===== src/core/redriver_cfg_pkg.sv =====
// Package for the redriver serial configuration target: register map, field layout, bus timing.
// Assumes a single 10 MHz core clock; the serial bus pins are sampled, not used as clocks.
package redriver_cfg_pkg;

    // Register indices (one byte each)
    localparam logic [2:0] REG_RESERVED_FIRST = 3'h0;
    localparam logic [2:0] REG_RESERVED_SECOND = 3'h1;
    localparam logic [2:0] REG_LANE_POWER_DOWN = 3'h2;
    localparam logic [2:0] REG_LANE0_TUNING = 3'h3;
    localparam logic [2:0] REG_LANE1_TUNING = 3'h4;
    localparam logic [2:0] REG_LANE2_TUNING = 3'h5;
    localparam logic [2:0] REG_LANE3_TUNING = 3'h6;
    localparam logic [2:0] REG_RESERVED_LAST = 3'h7;
    localparam int NUM_LANES = 4;
    localparam int NUM_REGS = 8;

    // Reset values
    localparam logic [7:0] LANE_POWER_DOWN_RESET = 8'h00;
    localparam logic [7:0] LANE_TUNING_RESET = 8'h00;
    localparam logic [7:0] RESERVED_READ_VALUE = 8'h00;

    // Field positions
    localparam int PD_LANE0_BIT = 4;
    localparam int EQ_LSB = 4;
    localparam int FG_LSB = 2;
    localparam int SW_LSB = 0;

    // Address byte: fixed upper pattern, strap bits below
    localparam logic [2:0] ADDR_FIXED_BITS = 3'h7;
    localparam logic DIR_READ = 1'b1;

    // Bus timing
    localparam int CORE_CLK_HZ = 10_000_000;
    localparam int BUS_RATE_BPS = 100_000;
    localparam int CLK_PER_BUS_BIT = CORE_CLK_HZ / BUS_RATE_BPS;

    typedef struct packed {
        logic [3:0] eq_boost_code;
        logic [1:0] flat_gain_code;
        logic [1:0] output_swing_code;
    } lane_cfg_s;

    typedef enum logic [5:0] {
        ST_IDLE = 6'b000001,
        ST_ADDR = 6'b000010,
        ST_ACK = 6'b000100,
        ST_WRITE = 6'b001000,
        ST_READ = 6'b010000,
        ST_RACK = 6'b100000
    } bus_state_e;

endpackage : redriver_cfg_pkg


===== src/core/redriver_i2c_config_slave.sv =====
// Serial-bus target and configuration registers for a four-lane linear redriver.
// Assumes scl and sda arrive asynchronously from pins and are oversampled by core_clk,
// and that the pad ring resolves the open-drain sda from sda_oe.
`timescale 1ns/1ps

module redriver_i2c_config_slave (
    input wire logic core_clk,
    input wire logic srst,
    input wire logic scl_in,
    output logic scl_out,
    output logic scl_oe,
    input wire logic sda_in,
    output logic sda_out,
    output logic sda_oe,
    input wire logic serial_config_select,
    input wire logic cfg_reset_n,
    input wire logic cable_present_n,
    input wire logic [3:0] addr_strap,
    input wire redriver_cfg_pkg::lane_cfg_s strap_lane_cfg,
    output redriver_cfg_pkg::lane_cfg_s lane_cfg [redriver_cfg_pkg::NUM_LANES],
    output logic [redriver_cfg_pkg::NUM_LANES-1:0] lane_power_down,
    output logic [7:0] lane_power_down_reg
);
    import redriver_cfg_pkg::*;

    ////////////////////////////////////////////////////////////////////////////
    // Input synchronisers

    logic scl_meta, scl_sync, scl_prev;
    logic sda_meta, sda_sync, sda_prev;
    logic sel_meta, sel_sync;
    logic rstn_meta, rstn_sync;
    logic prs_meta, prs_sync;
    logic [3:0] strap_meta, strap_sync;
    lane_cfg_s strap_cfg_meta, strap_cfg_sync;

    // Two flops per pin, plus a third on scl and sda for edge detection; the first stage feeds no logic
    always_ff @(posedge core_clk) begin
        if (srst) begin
            scl_meta <= 1'b1;
            scl_sync <= 1'b1;
            scl_prev <= 1'b1;
            sda_meta <= 1'b1;
            sda_sync <= 1'b1;
            sda_prev <= 1'b1;
            sel_meta <= 1'b0;
            sel_sync <= 1'b0;
            rstn_meta <= 1'b0;
            rstn_sync <= 1'b0;
            prs_meta <= 1'b1;
            prs_sync <= 1'b1;
            strap_meta <= 4'h0;
            strap_sync <= 4'h0;
            strap_cfg_meta <= '0;
            strap_cfg_sync <= '0;
        end else begin
            scl_meta <= scl_in;
            scl_sync <= scl_meta;
            scl_prev <= scl_sync;
            sda_meta <= sda_in;
            sda_sync <= sda_meta;
            sda_prev <= sda_sync;
            sel_meta <= serial_config_select;
            sel_sync <= sel_meta;
            rstn_meta <= cfg_reset_n;
            rstn_sync <= rstn_meta;
            prs_meta <= cable_present_n;
            prs_sync <= prs_meta;
            strap_meta <= addr_strap;
            strap_sync <= strap_meta;
            strap_cfg_meta <= strap_lane_cfg;
            strap_cfg_sync <= strap_cfg_meta;
        end
    end

    ////////////////////////////////////////////////////////////////////////////
    // Bus conditions

    logic scl_rise, scl_fall, start_seen, stop_seen;

    // Oversampling at 100x the bit rate leaves ample margin for edge detection
    assign scl_rise = scl_sync & ~scl_prev;
    assign scl_fall = ~scl_sync & scl_prev;
    assign start_seen = scl_sync & scl_prev & sda_prev & ~sda_sync;
    assign stop_seen = scl_sync & scl_prev & ~sda_prev & sda_sync;

    ////////////////////////////////////////////////////////////////////////////
    // Byte engine

    bus_state_e state;
    logic [2:0] bit_cnt;
    logic [7:0] shift;
    logic [2:0] byte_index;
    logic is_read;
    logic ack_drive;
    logic write_strobe;
    logic [7:0] read_byte;
    logic addr_match;
    logic addr_full;

    // Checked once all eight address bits are in: fixed pattern on top, straps below, direction last
    assign addr_match = (shift[7:5] == ADDR_FIXED_BITS) && (shift[4:1] == strap_sync);

    // Target-only: scl is never driven, transfers are never begun here
    assign scl_out = 1'b0;
    assign scl_oe = 1'b0;
    assign sda_out = 1'b0;

    // Bit and byte sequencing; shift register gathers eight bits per byte
    always_ff @(posedge core_clk) begin
        if (srst) begin
            state <= ST_IDLE;
            bit_cnt <= 3'h0;
            shift <= 8'h00;
            byte_index <= 3'h0;
            is_read <= 1'b0;
            ack_drive <= 1'b0;
            write_strobe <= 1'b0;
            addr_full <= 1'b0;
        end else begin
            write_strobe <= 1'b0;
            if (start_seen) begin
                state <= ST_ADDR;
                bit_cnt <= 3'h0;
                addr_full <= 1'b0;
                byte_index <= REG_RESERVED_FIRST;
                ack_drive <= 1'b0;
            end else if (stop_seen) begin
                state <= ST_IDLE; // Earlier completed bytes stay written
                ack_drive <= 1'b0;
            end else begin
                case (state)
                    ST_IDLE: begin
                        ack_drive <= 1'b0;
                    end
                    ST_ADDR: begin
                        // Count on the rise: the clock fall that closes the start carries no bit,
                        // so counting falls here would judge the address one bit early
                        if (scl_rise) begin
                            shift <= {shift[6:0], sda_sync};
                            bit_cnt <= bit_cnt + 3'h1;
                            if (bit_cnt == 3'h7) begin
                                addr_full <= 1'b1;
                            end
                        end
                        if (scl_fall && addr_full) begin
                            addr_full <= 1'b0;
                            // Register access is only answered with select high
                            if (addr_match && sel_sync) begin
                                is_read <= (shift[0] == DIR_READ);
                                ack_drive <= 1'b1;
                                state <= ST_ACK;
                            end else begin
                                state <= ST_IDLE;
                            end
                        end
                    end
                    ST_ACK: begin
                        if (scl_fall) begin
                            ack_drive <= 1'b0;
                            bit_cnt <= 3'h0;
                            if (is_read) begin
                                shift <= read_byte;
                                state <= ST_READ;
                            end else begin
                                state <= ST_WRITE;
                            end
                        end
                    end
                    ST_WRITE: begin
                        if (scl_rise) begin
                            shift <= {shift[6:0], sda_sync};
                        end
                        if (scl_fall) begin
                            bit_cnt <= bit_cnt + 3'h1;
                            if (bit_cnt == 3'h7) begin
                                write_strobe <= 1'b1; // Byte complete, commit
                                ack_drive <= 1'b1;
                                state <= ST_ACK;
                            end
                        end
                    end
                    ST_READ: begin
                        if (scl_fall) begin
                            bit_cnt <= bit_cnt + 3'h1;
                            shift <= {shift[6:0], 1'b0};
                            if (bit_cnt == 3'h7) begin
                                byte_index <= byte_index + 3'h1;
                                state <= ST_RACK;
                            end
                        end
                    end
                    ST_RACK: begin
                        // Controller nack ends the read; ack continues with next byte
                        if (scl_rise && sda_sync) begin
                            state <= ST_IDLE;
                        end else if (scl_fall) begin
                            bit_cnt <= 3'h0;
                            shift <= read_byte;
                            state <= ST_READ;
                        end
                    end
                    default: begin
                        state <= ST_IDLE;
                    end
                endcase
                if (write_strobe) begin
                    byte_index <= byte_index + 3'h1; // Index wraps past the last byte
                end
            end
        end
    end

    // Open-drain data: drive low for ack or for a zero read bit
    assign sda_oe = ack_drive | ((state == ST_READ) & ~shift[7]);

    ////////////////////////////////////////////////////////////////////////////
    // Register file

    logic [7:0] power_down_reg;
    lane_cfg_s tuning_reg [NUM_LANES];

    // Writes land only while selected; low cfg reset forces defaults
    always_ff @(posedge core_clk) begin
        if (srst || !rstn_sync) begin
            power_down_reg <= LANE_POWER_DOWN_RESET;
            for (int i = 0; i < NUM_LANES; i++) begin
                tuning_reg[i] <= LANE_TUNING_RESET;
            end
        end else if (write_strobe && sel_sync) begin
            if (byte_index == REG_LANE_POWER_DOWN) begin
                power_down_reg <= shift; // Low nibble kept as plain storage
            end else if (byte_index == REG_LANE0_TUNING) begin
                tuning_reg[0] <= shift;
            end else if (byte_index == REG_LANE1_TUNING) begin
                tuning_reg[1] <= shift;
            end else if (byte_index == REG_LANE2_TUNING) begin
                tuning_reg[2] <= shift;
            end else if (byte_index == REG_LANE3_TUNING) begin
                tuning_reg[3] <= shift;
            end
            // Reserved bytes swallow the write
        end
    end

    // Read mux; reserved and unlisted bytes read as zero
    always_comb begin
        if (byte_index == REG_LANE_POWER_DOWN) begin
            read_byte = power_down_reg;
        end else if (byte_index == REG_LANE0_TUNING) begin
            read_byte = tuning_reg[0];
        end else if (byte_index == REG_LANE1_TUNING) begin
            read_byte = tuning_reg[1];
        end else if (byte_index == REG_LANE2_TUNING) begin
            read_byte = tuning_reg[2];
        end else if (byte_index == REG_LANE3_TUNING) begin
            read_byte = tuning_reg[3];
        end else begin
            read_byte = RESERVED_READ_VALUE;
        end
    end

    ////////////////////////////////////////////////////////////////////////////
    // Lane outputs

    // Registered outputs; straps override registers while select is low.
    // Cable absent powers every lane down; the register settings apply again after reconnect.
    always_ff @(posedge core_clk) begin
        if (srst) begin
            lane_power_down <= '1;
            lane_power_down_reg <= 8'h00;
            for (int i = 0; i < NUM_LANES; i++) begin
                lane_cfg[i] <= '0;
            end
        end else begin
            lane_power_down_reg <= power_down_reg;
            for (int i = 0; i < NUM_LANES; i++) begin
                if (sel_sync) begin
                    lane_cfg[i] <= tuning_reg[i];
                    lane_power_down[i] <= prs_sync | power_down_reg[PD_LANE0_BIT + i];
                end else begin
                    lane_cfg[i] <= strap_cfg_sync;
                    lane_power_down[i] <= prs_sync;
                end
            end
        end
    end

endmodule : redriver_i2c_config_slave


===== config.mk =====
export PLATFORM = sky130hd
export DESIGN_NAME = redriver_i2c_config_slave
export DESIGN_NICKNAME = d
export VERILOG_FILES = /design/src/core/redriver_cfg_pkg.sv /design/src/core/redriver_i2c_config_slave.sv
export SDC_FILE = /design/constraint.sdc
export NUM_CORES = 1
export LEC_CHECK = 0
export BUFFER_PORTS_ARGS = -buffer_cell sky130_fd_sc_hd__buf_2
export CORE_ASPECT_RATIO = 0.8
export CORE_UTILIZATION = 46
export DETAILED_ROUTE_END_ITERATION = 16
export GPL_TIMING_DRIVEN = 0
export PLACE_DENSITY = 0.76
export SLEW_MARGIN = 5
export SYNTH_ARGS = -nofsm -noshare
export SYNTH_HDL_FRONTEND = slang
export SYNTH_SLANG_ARGS = --single-unit
export TNS_END_PERCENT = 50

===== constraint.sdc =====
create_clock -name core_clk -period 7.5 [get_ports core_clk]
set_clock_uncertainty 0.2 [all_clocks]
set_input_delay 0.75 -clock core_clk [delete_from_list [all_inputs] [get_ports core_clk]]
set_output_delay 0.75 -clock core_clk [all_outputs]
set_load 0.02 [all_outputs]

**Word level (Yosys, flattened, before mapping)**

Memory sizes are Yosys's and may differ from the RTL's.
Cells that the tools add are included.

- Word-level logic and storage cells: 222
- Memories kept: 1
- Flip-flop bits (word level): 112
- RAM bits: 32

Memories:

| memory | words | width | read ports | clocked after Yosys merged registers in | write ports | line | RTL |
|---|---|---|---|---|---|---|---|
| tuning_reg | 4 | 8 | 4 | 0 | 4 | redriver_i2c_config_slave.sv:221 | `lane_cfg_s tuning_reg [NUM_LANES];` |

- $add $sub $neg: 2
- Muxes and demuxes: 83
- Bitwise logic cells: 27
- Eq/ne operators: 36
- Reduce and logical (&&, ||, !) cells: 29

Operators by type and width:

| kind | count |
|---|---|
| 8-bit 2-to-1 mux | 19 |
| 6-bit 2-to-1 mux | 8 |
| 1-bit 2-to-1 mux | 40 |
| 6-bit one-hot mux with 6 select lines | 1 |
| 8-bit one-hot mux with 4 select lines | 1 |
| 3-bit 2-to-1 mux | 9 |
| 4-bit != test (second input constant) | 6 |
| 2-bit != test (second input constant) | 11 |
| 8-bit AND reduction | 2 |
| 3-bit equality test (second input constant) | 5 |
| 3-bit one-hot mux with 4 select lines | 1 |
| 4-bit nonzero test | 3 |
| 1-bit inverter | 10 |
| 5-bit AND reduction | 2 |
| 2-bit nonzero test | 5 |
| 1-bit OR | 9 |
| 9-bit AND reduction | 1 |
| 1-bit bitwise AND | 8 |
| 4-bit AND reduction | 2 |
| 3-bit by 1-bit adder with 3-bit output (second input constant) | 2 |
| 3-bit by 2-bit equality test with 1-bit output (second input constant) | 2 |
| 6-bit by 1-bit equality test with 1-bit output (second input constant) | 1 |
| 6-bit by 2-bit equality test with 1-bit output (second input constant) | 1 |
| 6-bit by 3-bit equality test with 1-bit output (second input constant) | 1 |
| other kinds (18) | 27 |

**Longest topological paths before layout**

Gate-level depths: netlist of the first run.

- Depth after elaboration: 10
- Depth in mapped cells: 10

**Worst setup path after synthesis of the first run**

OpenSTA, ideal clock, no wires.

- Kind: register to register
- Start: register byte_index[0]
- End: memory tuning_reg[1][0] in the netlist's numbering (enable)
- Library setup time: 0.384 ns
- Stages on the path, launching flop included: 7
- Period minus slack after synthesis: 2.513 ns
- Arrival time: 1.929 ns
- Path slack: 4.987 ns
- Path buffers: 2
- Data required time: 6.916 ns
- Cell sequence: dfxtp_1 > ha_1 > ha_1 > clkbuf_1 > nand2b_1 > clkbuf_1 > o21ai_0

RTL lines:

| element | line | RTL |
|---|---|---|
| start, declared | redriver_i2c_config_slave.sv:93 | `logic [2:0] byte_index;` |
| start signal, assigned | redriver_i2c_config_slave.sv:188 | `byte_index <= byte_index + 3'h1;` |
| start signal, assigned | redriver_i2c_config_slave.sv:208 | `byte_index <= byte_index + 3'h1;` |
| end, declared | redriver_i2c_config_slave.sv:221 |  |

==> impl_metrics.tcl, run 1 <==
set metrics [dict create \
    synth-adder-area-share_pct 1.527 \
    layout_commonest_cell "dfxtp_1" \
    grt_busiest_layer "met2" \
    postSynth.asyncResetShare_pct 0 \
    p_leak_nw 2.674 \
    die_x_um 126.9 \
    ir_worst_vdd_v 0.0002378 \
    timing.slew.headroom_pct 11.80 \
    wl_per_cell_um 16.96 \
    fin_crit_ps 3201 \
    max_freq_mhz 312.4 \
    final_cell_mix "112 x dfxtp_1, 86 x nand2_1, 70 x a21oi_1" \
    portBuffers 63 \
    dp_hpwl_mm 10.33 \
    area_growth_pct 19.35 \
    ant_nets 0 \
    clock_latency_ps 420 \
    netlist_area_sq_um 5737 \
    slew_violations 0 \
    die-area_sq_um 12920 \
    grt_pass1_vias 4290 \
    r2r_slack_ps 4300 \
    drive_gt1_share_pct 16.98 \
    finalWeightedCongestion 0.9488 \
    use_met1_pct 33.10 \
    tightestPinTransition_ps 1309 \
    synthSimpleGateAreaFrac_pct 23.01 \
    routed_wl_mm 14.37 \
    nets 708 \
    grt_max_degree 17 \
    synth_top_flop_cell "dfxtp_1" \
    holdCritPathClass "flop to flop" \
    placed_cells_incl_taps 815 \
    ys_seq_elements 144 \
    cts_made_buffers 17 \
    cts_tree "built" \
    grt_pass1_wl_mm 22.62 \
    crit_arrival_ps 3030 \
    maxCapViolCount 0 \
    status "finished clean" \
    yosysUniqueCellTypes 50 \
    ctsResizeCount 0 \
    clk_pin_slew_ps 60 \
    worst_slack_ps 4299 \
    gr-usage-met3_pct 7.435 \
    drt_iter0_markers 571 \
    antennaDiodeCount 0 \
    power_mw 1.833 \
    post_cts_buffers 0 \
    vias 4628 \
    synth_compound_area_share_pct 13.22 \
    crit_fanout 10 \
    timing.hold.ws_ps 207.8 \
    cp.required_ps 7330 \
    fin_cells 847 \
    grt_overflow_total 0 \
    pin_count 67 \
    route.detailed.drc 0 \
    ctsLongestPathBuffers 2 \
    hold_buffers 0 \
    die_h_um 101.9 \
    synth_edf_count 32 \
    cellPowerDensity_nw_per_um2 267.7 \
    start_util_pct 47.17 \
    rsz0062_at_grt "no" \
    cts_root_buffer "clkbuf_16" \
    final.setup.tns_ps 0 \
    ys_seq_area_share_pct 55.83 \
    pre_cts_ws_ps 4363 \
    syn_avg_cell_area_sq_um 9.593 \
    antenna_found_initial 0 \
    rows 36 \
    synth_cells 598 \
    synth_xor_xnor_area_share_pct 1.374 \
    finalHoldViolCount 0 \
    via_per_inst 5.464 \
    setup_viol 0 \
    period_share_pct 42.68 \
    coreArea_sq_um 12160 \
    ys_warn_count 0 \
    synth_top_family_by_area "simple AND/OR/NAND/NOR gates" \
    end_kind "flop" \
    critPathKind "flop to flop" \
    htreeDepth 4 \
    clock-sinks 144 \
    drt_pass1_iterations 5 \
    start_kind "flop" \
    grt_usage_pct 23.63 \
    grt_util_met2_pct 35.76 \
    synthMuxAreaShare_pct 1.221 \
]
## cell type report
| type | instances | area, sq um |
|---|---|---|
| tap | 152 | 190.2 |
| fill | 1083 | 5315 |
| timing repair buffer | 63 | 315.3 |
| sequential | 144 | 3203 |
| inverter | 14 | 52.55 |
| buffer | 35 | 162.7 |
| clock buffer | 19 | 475.5 |
| multi-input combinational | 407 | 2326 |
| clock inverter | 13 | 121.4 |
## cell families after synthesis
| kind of cell | count (synthesis) |
|---|---|
| compound gates | 122 |
| flops | 144 |
| simple gates | 259 |
| other cells | 1 |
| mux | 7 |
| fa+ha+maj | 7 |
| buf+inv | 49 |
| xor+xnor | 9 |
## metrics by stage
| step | instance area, sq um | util [%] |
|---|---|---|
| final | 6847 | 56.30 |
| after global routing | 6847 | 56.30 |
| after floorplan | 5744 | - |
| after detailed placement | 6250 | 51.39 |
| after global placement | 6250 | 51.39 |
| after CTS | 6847 | 56.30 |
## Yosys cell counts, drive strengths merged (2+ instances only)
master,number,area (sq um)
inv,14,52.55
nand4,2,12.51
a221oi,8,76.32
a211oi,5,62.56
nand2,86,322.8
nor4,4,25.02
ha,7,87.58
edfxtp,32,960.9
nand3b,5,37.54
dfxtp,112,2242
o21a,2,15.01
o21ai,16,80.08
clkbuf,20,75.07
nor2b,41,256.5
a2111oi,7,61.31
a21oi,71,359.1
a31oi,3,18.77
or3,3,23.77
nor3,22,110.1
or2,8,50.05
o31ai,2,15.01
nand4b,2,17.52
xor2,5,43.79
mux2i,7,70.07
a211o,2,17.52
nor2,30,115.1
nand3,7,35.03
nand2b,12,75.07
buf,15,87.58
xnor2,4,35.03
and2,33,206.5
## layer usage
| metal | vias to the layer above | wire length (um) |
|---|---|---|
| met5 | - | 0 |
| met4 | 0 | 95 |
| met3 | 13 | 1423 |
| li1 | 2210 | - |
| met1 | 2183 | 6525 |
| met2 | 222 | 6323 |
## critical path, cell delays in order, from the launching register on
cell	delay (ps)
dfxtp_1	350
ha_1	210
ha_1	170
clkbuf_1	250
nand2b_1	320
clkbuf_1	250
o21ai_0	1060
## where the power goes
part / leakage [nW] / internal [mW] / switching (mW)
logic: 1.08 / 0.0576 / 0.0904
clock network: 0.295 / 0.499 / 0.335
registers: 1.30 / 0.820 / 0.0307
total: 2.67 / 1.38 / 0.456
## path summary, 6_finish.rpt
kind / to / from / depth (start not counted)
setup / recovery: tuning_reg[2][7]$_SDFFCE_PN0P_ / byte_index[0]$_SDFFE_PP0P_ / 6
setup reg to reg: tuning_reg[2][7]$_SDFFCE_PN0P_ / byte_index[0]$_SDFFE_PP0P_ / 6
hold reg to reg: prs_sync$_SDFF_PP1_ / prs_meta$_SDFF_PP1_ / 1
hold / removal: prs_sync$_SDFF_PP1_ / prs_meta$_SDFF_PP1_ / 1
Note: power is estimated with default switching activity, not from simulation.
==> run 2, diff against run 1 <==
ABC_AREA = 1   (was not set)
PLACE_DENSITY = 0.79   (was 0.76)
clock period = 2.63 ns   (was 7.5 ns; I/O delays follow)
==> run 2 against run 1 <==
Hold slack worse by 9.5 ps. Synthesized cell count increased by 24%. Critical endpoint is now tuning_reg[2][0]$_SDFFCE_PN0P_. Via count is 9.0% higher. Fmax is 29% higher. Worst setup slack got worse by 4200 ps. Sequential power grew to 2.9 times the previous value. Combinational power grew to 4.4 times the previous value.
==> impl_metrics.tcl, run 2 <==
set metrics [dict create \
    route.detailed.drc 0 \
    drt_pass1_iterations 5 \
    crit_buf_inv 3 \
    yosysTopAreaCell "dfxtp_1" \
    path_cells "inv_1, ha_1, nand2_2, buf_2, inv_1, nor3_2, nand2_1, nand2_1" \
    synth.area.top_cells "dfxtp_1 38%, edfxtp_1 16%, nand2_1 11%, nor2_1 9.5%, inv_1 6.1%" \
    grt_pass1_vias 4492 \
    ys_warn_count 0 \
    synth_cells 744 \
    crit_arrival_ps 2370 \
    end_kind "flop" \
    clock_latency_ps 430 \
    cp.required_ps 2510 \
    tightestPinTransition_ps 1018 \
    die_h_um 103.1 \
    routed_wl_mm 14.25 \
    placed_cells_incl_taps 979 \
    clock-sinks 144 \
    start_kind "flop" \
    start_util_pct 47.80 \
    via_per_inst 4.908 \
    ant_nets 0 \
    portBuffers 62 \
    coreArea_sq_um 12300 \
    critPathKind "flop to flop" \
    maxCapViolCount 0 \
    cts_root_buffer "clkbuf_16" \
    ctsLongestPathBuffers 2 \
    dp_hpwl_mm 9.864 \
    htreeDepth 4 \
    ys_seq_elements 144 \
    grt_usage_pct 22.85 \
    status "finished clean" \
    cpLargestDelayFamily "simple AND/OR/NAND/NOR gates" \
    antennaDiodeCount 0 \
    cp_slowest_cell "dfxtp_1" \
    final_cell_mix "167 x nand2_1, 148 x nor2_1, 112 x dfxtp_1" \
    postSynth.asyncResetShare_pct 0 \
    cpPeakStageDelay_ps 390 \
    wl_per_cell_um 13.87 \
    die_x_um 128.4 \
    ir_worst_vdd_v 0.0004887 \
    ys_top_cells_by_count "168 x nand2_1, 148 x nor2_1, 112 x dfxtp_1" \
    grt_max_degree 17 \
    grt_pass1_wl_mm 22.55 \
    reg2reg_from "byte_index[0]$_SDFFE_PP0P_" \
    yosysTopAreaCellShare_pct 38.14 \
    drive_gt1_share_pct 15.17 \
    netlist_area_sq_um 5878 \
    fin_cells 1028 \
    die-area_sq_um 13240 \
    ys_seq_area_share_pct 54.49 \
    yosysUniqueCellTypes 34 \
    cts_tree "built" \
    yosys.cell_count.top_type "nand2_1" \
    p_leak_nw 3.267 \
    area_growth_pct 22.20 \
    holdCritPathClass "flop to flop" \
    vias 5045 \
    nets 870 \
    antenna_found_initial 0 \
    pin_count 67 \
    critical_path.startpoint "byte_index[0]$_SDFFE_PP0P_" \
    crit_fanout 10 \
    syn_avg_cell_area_sq_um 7.901 \
    synth_edf_count 32 \
    max_freq_mhz 401.7 \
    finalWeightedCongestion 0.8912 \
    rows 36 \
    timing.slew.headroom_pct 31.44 \
    period_share_pct 94.66 \
    cellPowerDensity_nw_per_um2 768.3 \
    layout_commonest_cell "nand2_1" \
    cts_made_buffers 17 \
    power_mw 5.519 \
    finalHoldViolCount 0 \
    drt_iter0_markers 462 \
    setup_viol 0 \
    fin_area_sq_um 7183 \
    placed_area_sq_um 6410 \
    grt_overflow_total 0 \
    slew_violations 0 \
    fin_crit_ps 2490 \
    synth_top_flop_cell "dfxtp_1" \
    min_from "strap_cfg_meta[2]$_SDFF_PP0_" \
    clk_pin_slew_ps 60 \
]
[run 2: cell types whose count changed in the layout (fill, tap and decap cells not counted), sizes merged, moves of 10 or more]
cell | before | now
and2 | 33 | 0
buf | 78 | 68
nor2b | 41 | 0
nand2 | 86 | 171
o21ai | 16 | 31
nor2 | 30 | 155
inv | 19 | 101
a21oi | 71 | 50
nand2b | 12 | 0
nor3 | 22 | 6
nand3 | 7 | 31
dlygate4sd3 | 0 | 17
[run 2: what timing repair did]
action,4_1_cts,5_1_grt
buffers inserted,0,0
hold buffers,17,0
resized for setup,1,1
cloned,0,0
endpoints found under the hold margin,17,0
setup endpoints to repair,8,3
[run 2: worst min-delay path, delay by kind of cell, from the launching register on]
kind	cells	cell delay (ps)
buffers and inverters	1	40
flip-flops	1	290
AND/OR/NAND/NOR	1	30
[run 2: metrics by stage]
stage | setup WS (ps) | util (%) | hold slack (ps) | TNS [ps]
floorplan | 467.4 | - | 166.8 | 0
detailed placement | -85.37 | 52.13 | 191.6 | -679.2
global route | -9.129 | 58.41 | 206.6 | -50.81
finish | 140.3 | 58.41 | 198.2 | 0
global placement | 32.48 | 52.13 | 190.0 | 0
CTS | 172.0 | 58.39 | 199.9 | 0
[run 2: metal layers]
layer / track usage [%] / routed length [um] / up-vias
li1: - / - / 2523
met4: 10.23 / 348 / 0
met5: 0 / 0 / -
met1: 29.84 / 6367 / 2273
met3: 5.189 / 1050 / 30
met2: 36.51 / 6489 / 219
[run 2: area by class of cell]
class | count | area, sq um
fill | 1095 | 5114
sequential | 144 | 3203
multi-input combinational | 481 | 2221
timing repair buffer | 79 | 480.5
clock buffer | 19 | 442.9
inverter | 98 | 367.9
tap | 171 | 214.0
clock inverter | 13 | 152.6
buffer | 23 | 101.3
[run 2: cell families after synthesis]
family | count (synthesis) | share of synthesized area (%)
AND/OR/NAND/NOR | 376 | 27.27
flip-flops | 144 | 54.49
buffers and inverters | 121 | 7.982
AO/OA/AOI/OAI | 95 | 8.706
adder cells (fa/ha/maj) | 7 | 1.490
other | 1 | 0.06380
[run 2: path summary, 6_finish.rpt]
| kind | endpoint | slack, ps | cells past startpoint |
|---|---|---|---|
| hold / removal | strap_cfg_sync[2]$_SDFF_PP0_ | 200 | 2 |
| hold reg to reg | strap_cfg_sync[2]$_SDFF_PP0_ | 200 | 2 |
| setup reg to reg | tuning_reg[2][0]$_SDFFCE_PN0P_ | 140 | 8 |
| setup / recovery | tuning_reg[2][0]$_SDFFCE_PN0P_ | 140 | 8 |
[run 2: where the power goes]
part,internal [mW],leakage (nW),total [mW],switching [mW]
logic,0.214,1.68,0.655,0.441
clock network,1.44,0.293,2.42,0.983
registers,2.37,1.30,2.44,0.0756
total,4.02,3.27,5.52,1.50
==> run 3, diff against run 2 <==
CTS_BUF_LIST = sky130_fd_sc_hd__clkbuf_8   (was not set)
==> run 3 against run 2 <==
Combinational power barely moved. Sequential power about the same. Sequential share of layout area increased by 1.2 points. Highest routed layer unchanged. Design area decreased by 2.7%. Critical path depth unchanged. Routed wire length shrank 3.3%. Non-clock buffer count unchanged. Die area stayed put. First-iteration DRC count decreased by 0.65%. Utilization down 1.6 points. Global-route usage fell by 0.72 points.
==> impl_metrics.tcl, run 3 (synthesized netlist as in run 2, its figures left out) <==
set metrics [dict create \
    holdCritPathClass "flop to flop" \
    clock_latency_ps 440 \
    clk_pin_slew_ps 80 \
    dp_hpwl_mm 9.864 \
    drive_gt1_share_pct 15.17 \
    ir_worst_vdd_v 0.0003898 \
    crit_fanout 10 \
    antenna_found_initial 0 \
    clock-sinks 144 \
    grt_pass1_vias 4466 \
    power_mw 4.866 \
    grt_max_degree 17 \
    status "finished clean" \
    grt_overflow_total 0 \
    cts_made_buffers 17 \
    end_kind "flop" \
    die_h_um 103.1 \
    final.setup.tns_ps 0 \
    p_leak_nw 3.183 \
    layout_commonest_cell "nand2_1" \
    max_freq_mhz 403.4 \
    area_growth_pct 18.94 \
    cts_root_buffer "clkbuf_8" \
    antennaDiodeCount 0 \
    final_cell_mix "167 x nand2_1, 148 x nor2_1, 112 x dfxtp_1" \
    htreeDepth 4 \
    fin_cells 1028 \
    coreArea_sq_um 12300 \
    portBuffers 62 \
    pin_count 67 \
    route.detailed.drc 0 \
    cts_tree "built" \
    drt_iter0_markers 459 \
    maxCapViolCount 0 \
    nFillCells 1136 \
    nets 870 \
    wl_per_cell_um 13.41 \
    rsz0062_at_grt "no" \
    grt_usage_pct 22.12 \
    crit_arrival_ps 2380 \
    final-seq-area_sq_um 3203 \
    ant_nets 0 \
    fin_crit_ps 2479 \
    start_util_pct 47.80 \
    setup_viol 0 \
    drt_pass1_iterations 5 \
    rows 36 \
    via_per_inst 4.814 \
    slew_violations 0 \
    timing.slew.headroom_pct 31.42 \
    critPathKind "flop to flop" \
    die_x_um 128.4 \
    cellPowerDensity_nw_per_um2 695.9 \
    fin_area_sq_um 6992 \
    tightestPinTransition_ps 1018 \
    period_share_pct 94.25 \
    routed_wl_mm 13.79 \
    finalWeightedCongestion 0.8912 \
    start_kind "flop" \
    cp.required_ps 2530 \
    placed_cells_incl_taps 979 \
    vias 4949 \
    multiInputGateArea_sq_um 2221 \
    timing.hold.ws_ps 194.0 \
    ctsLongestPathBuffers 2 \
    grt_pass1_wl_mm 22.12 \
    finalHoldViolCount 0 \
    placed_area_sq_um 6410 \
    die-area_sq_um 13240 \
]
==> run 3: cell count changes in the layout (fill, tap and decap cells not counted), sizes merged <==
cell    previous run  this run
inv              101       102
clkbuf            36        35
==> run 3: layer usage <==
metal | wire [um] | GRT usage, %
met1 | 6320 | 29.41
met2 | 6297 | 35.09
met3 | 939 | 5.345
met4 | 229 | 8.507
met5 | 0 | 0
==> run 3: final cells by class <==
class / count / area share (%)
sequential: 144 / 45.81
multi-input combinational: 481 / 31.76
timing repair buffer: 79 / 6.872
inverter: 98 / 5.261
clock buffer: 18 / 3.543
tap: 171 / 3.060
clock inverter: 14 / 2.237
buffer: 23 / 1.450
==> run 3: critical path, cell delays in order (launching register included) <==
cell	delay, ps
dfxtp_1	400
inv_1	110
ha_1	220
nand2_2	190
buf_2	300
inv_1	100
nor3_2	200
nand2_1	90
nand2_1	330
==> run 3: through the flow <==
step	setup slack [ps]	utilization, %
2_1_floorplan	467.4	-
3_3_place_gp	32.48	52.13
3_5_place_dp	-85.37	52.13
4_1_cts	169.8	56.84
5_1_grt	5.316	56.86
6_report	151.3	56.86
==> run 3: power breakdown <==
group | leakage (nW) | internal [mW] | switching (mW)
clock | 0.210 | 0.883 | 0.890
sequential | 1.30 | 2.36 | 0.0760
combinational | 1.68 | 0.214 | 0.440
total | 3.18 | 3.46 | 1.41
==> run 3: worst paths after layout <==
| check | startpoint | end | slack, ps | cells after the start |
|---|---|---|---|---|
| max | byte_index[0]$_SDFFE_PP0P_ | tuning_reg[2][7]$_SDFFCE_PN0P_ | 150 | 8 |
| max reg2reg | byte_index[0]$_SDFFE_PP0P_ | tuning_reg[2][7]$_SDFFCE_PN0P_ | 150 | 8 |
| min reg2reg | strap_cfg_meta[2]$_SDFF_PP0_ | strap_cfg_sync[2]$_SDFF_PP0_ | 190 | 2 |
| min | strap_cfg_meta[2]$_SDFF_PP0_ | strap_cfg_sync[2]$_SDFF_PP0_ | 190 | 2 |
==> run 3: what timing repair did <==
action / 4_1_cts / 5_1_grt
pin swaps: 0 / 0
cloned: 0 / 0
endpoints found under the setup margin: 8 / 8
endpoints found under the hold margin: 17 / 0
hold buffers: 17 / 0
gates resized for setup: 1 / 1
setup buffers: 0 / 0
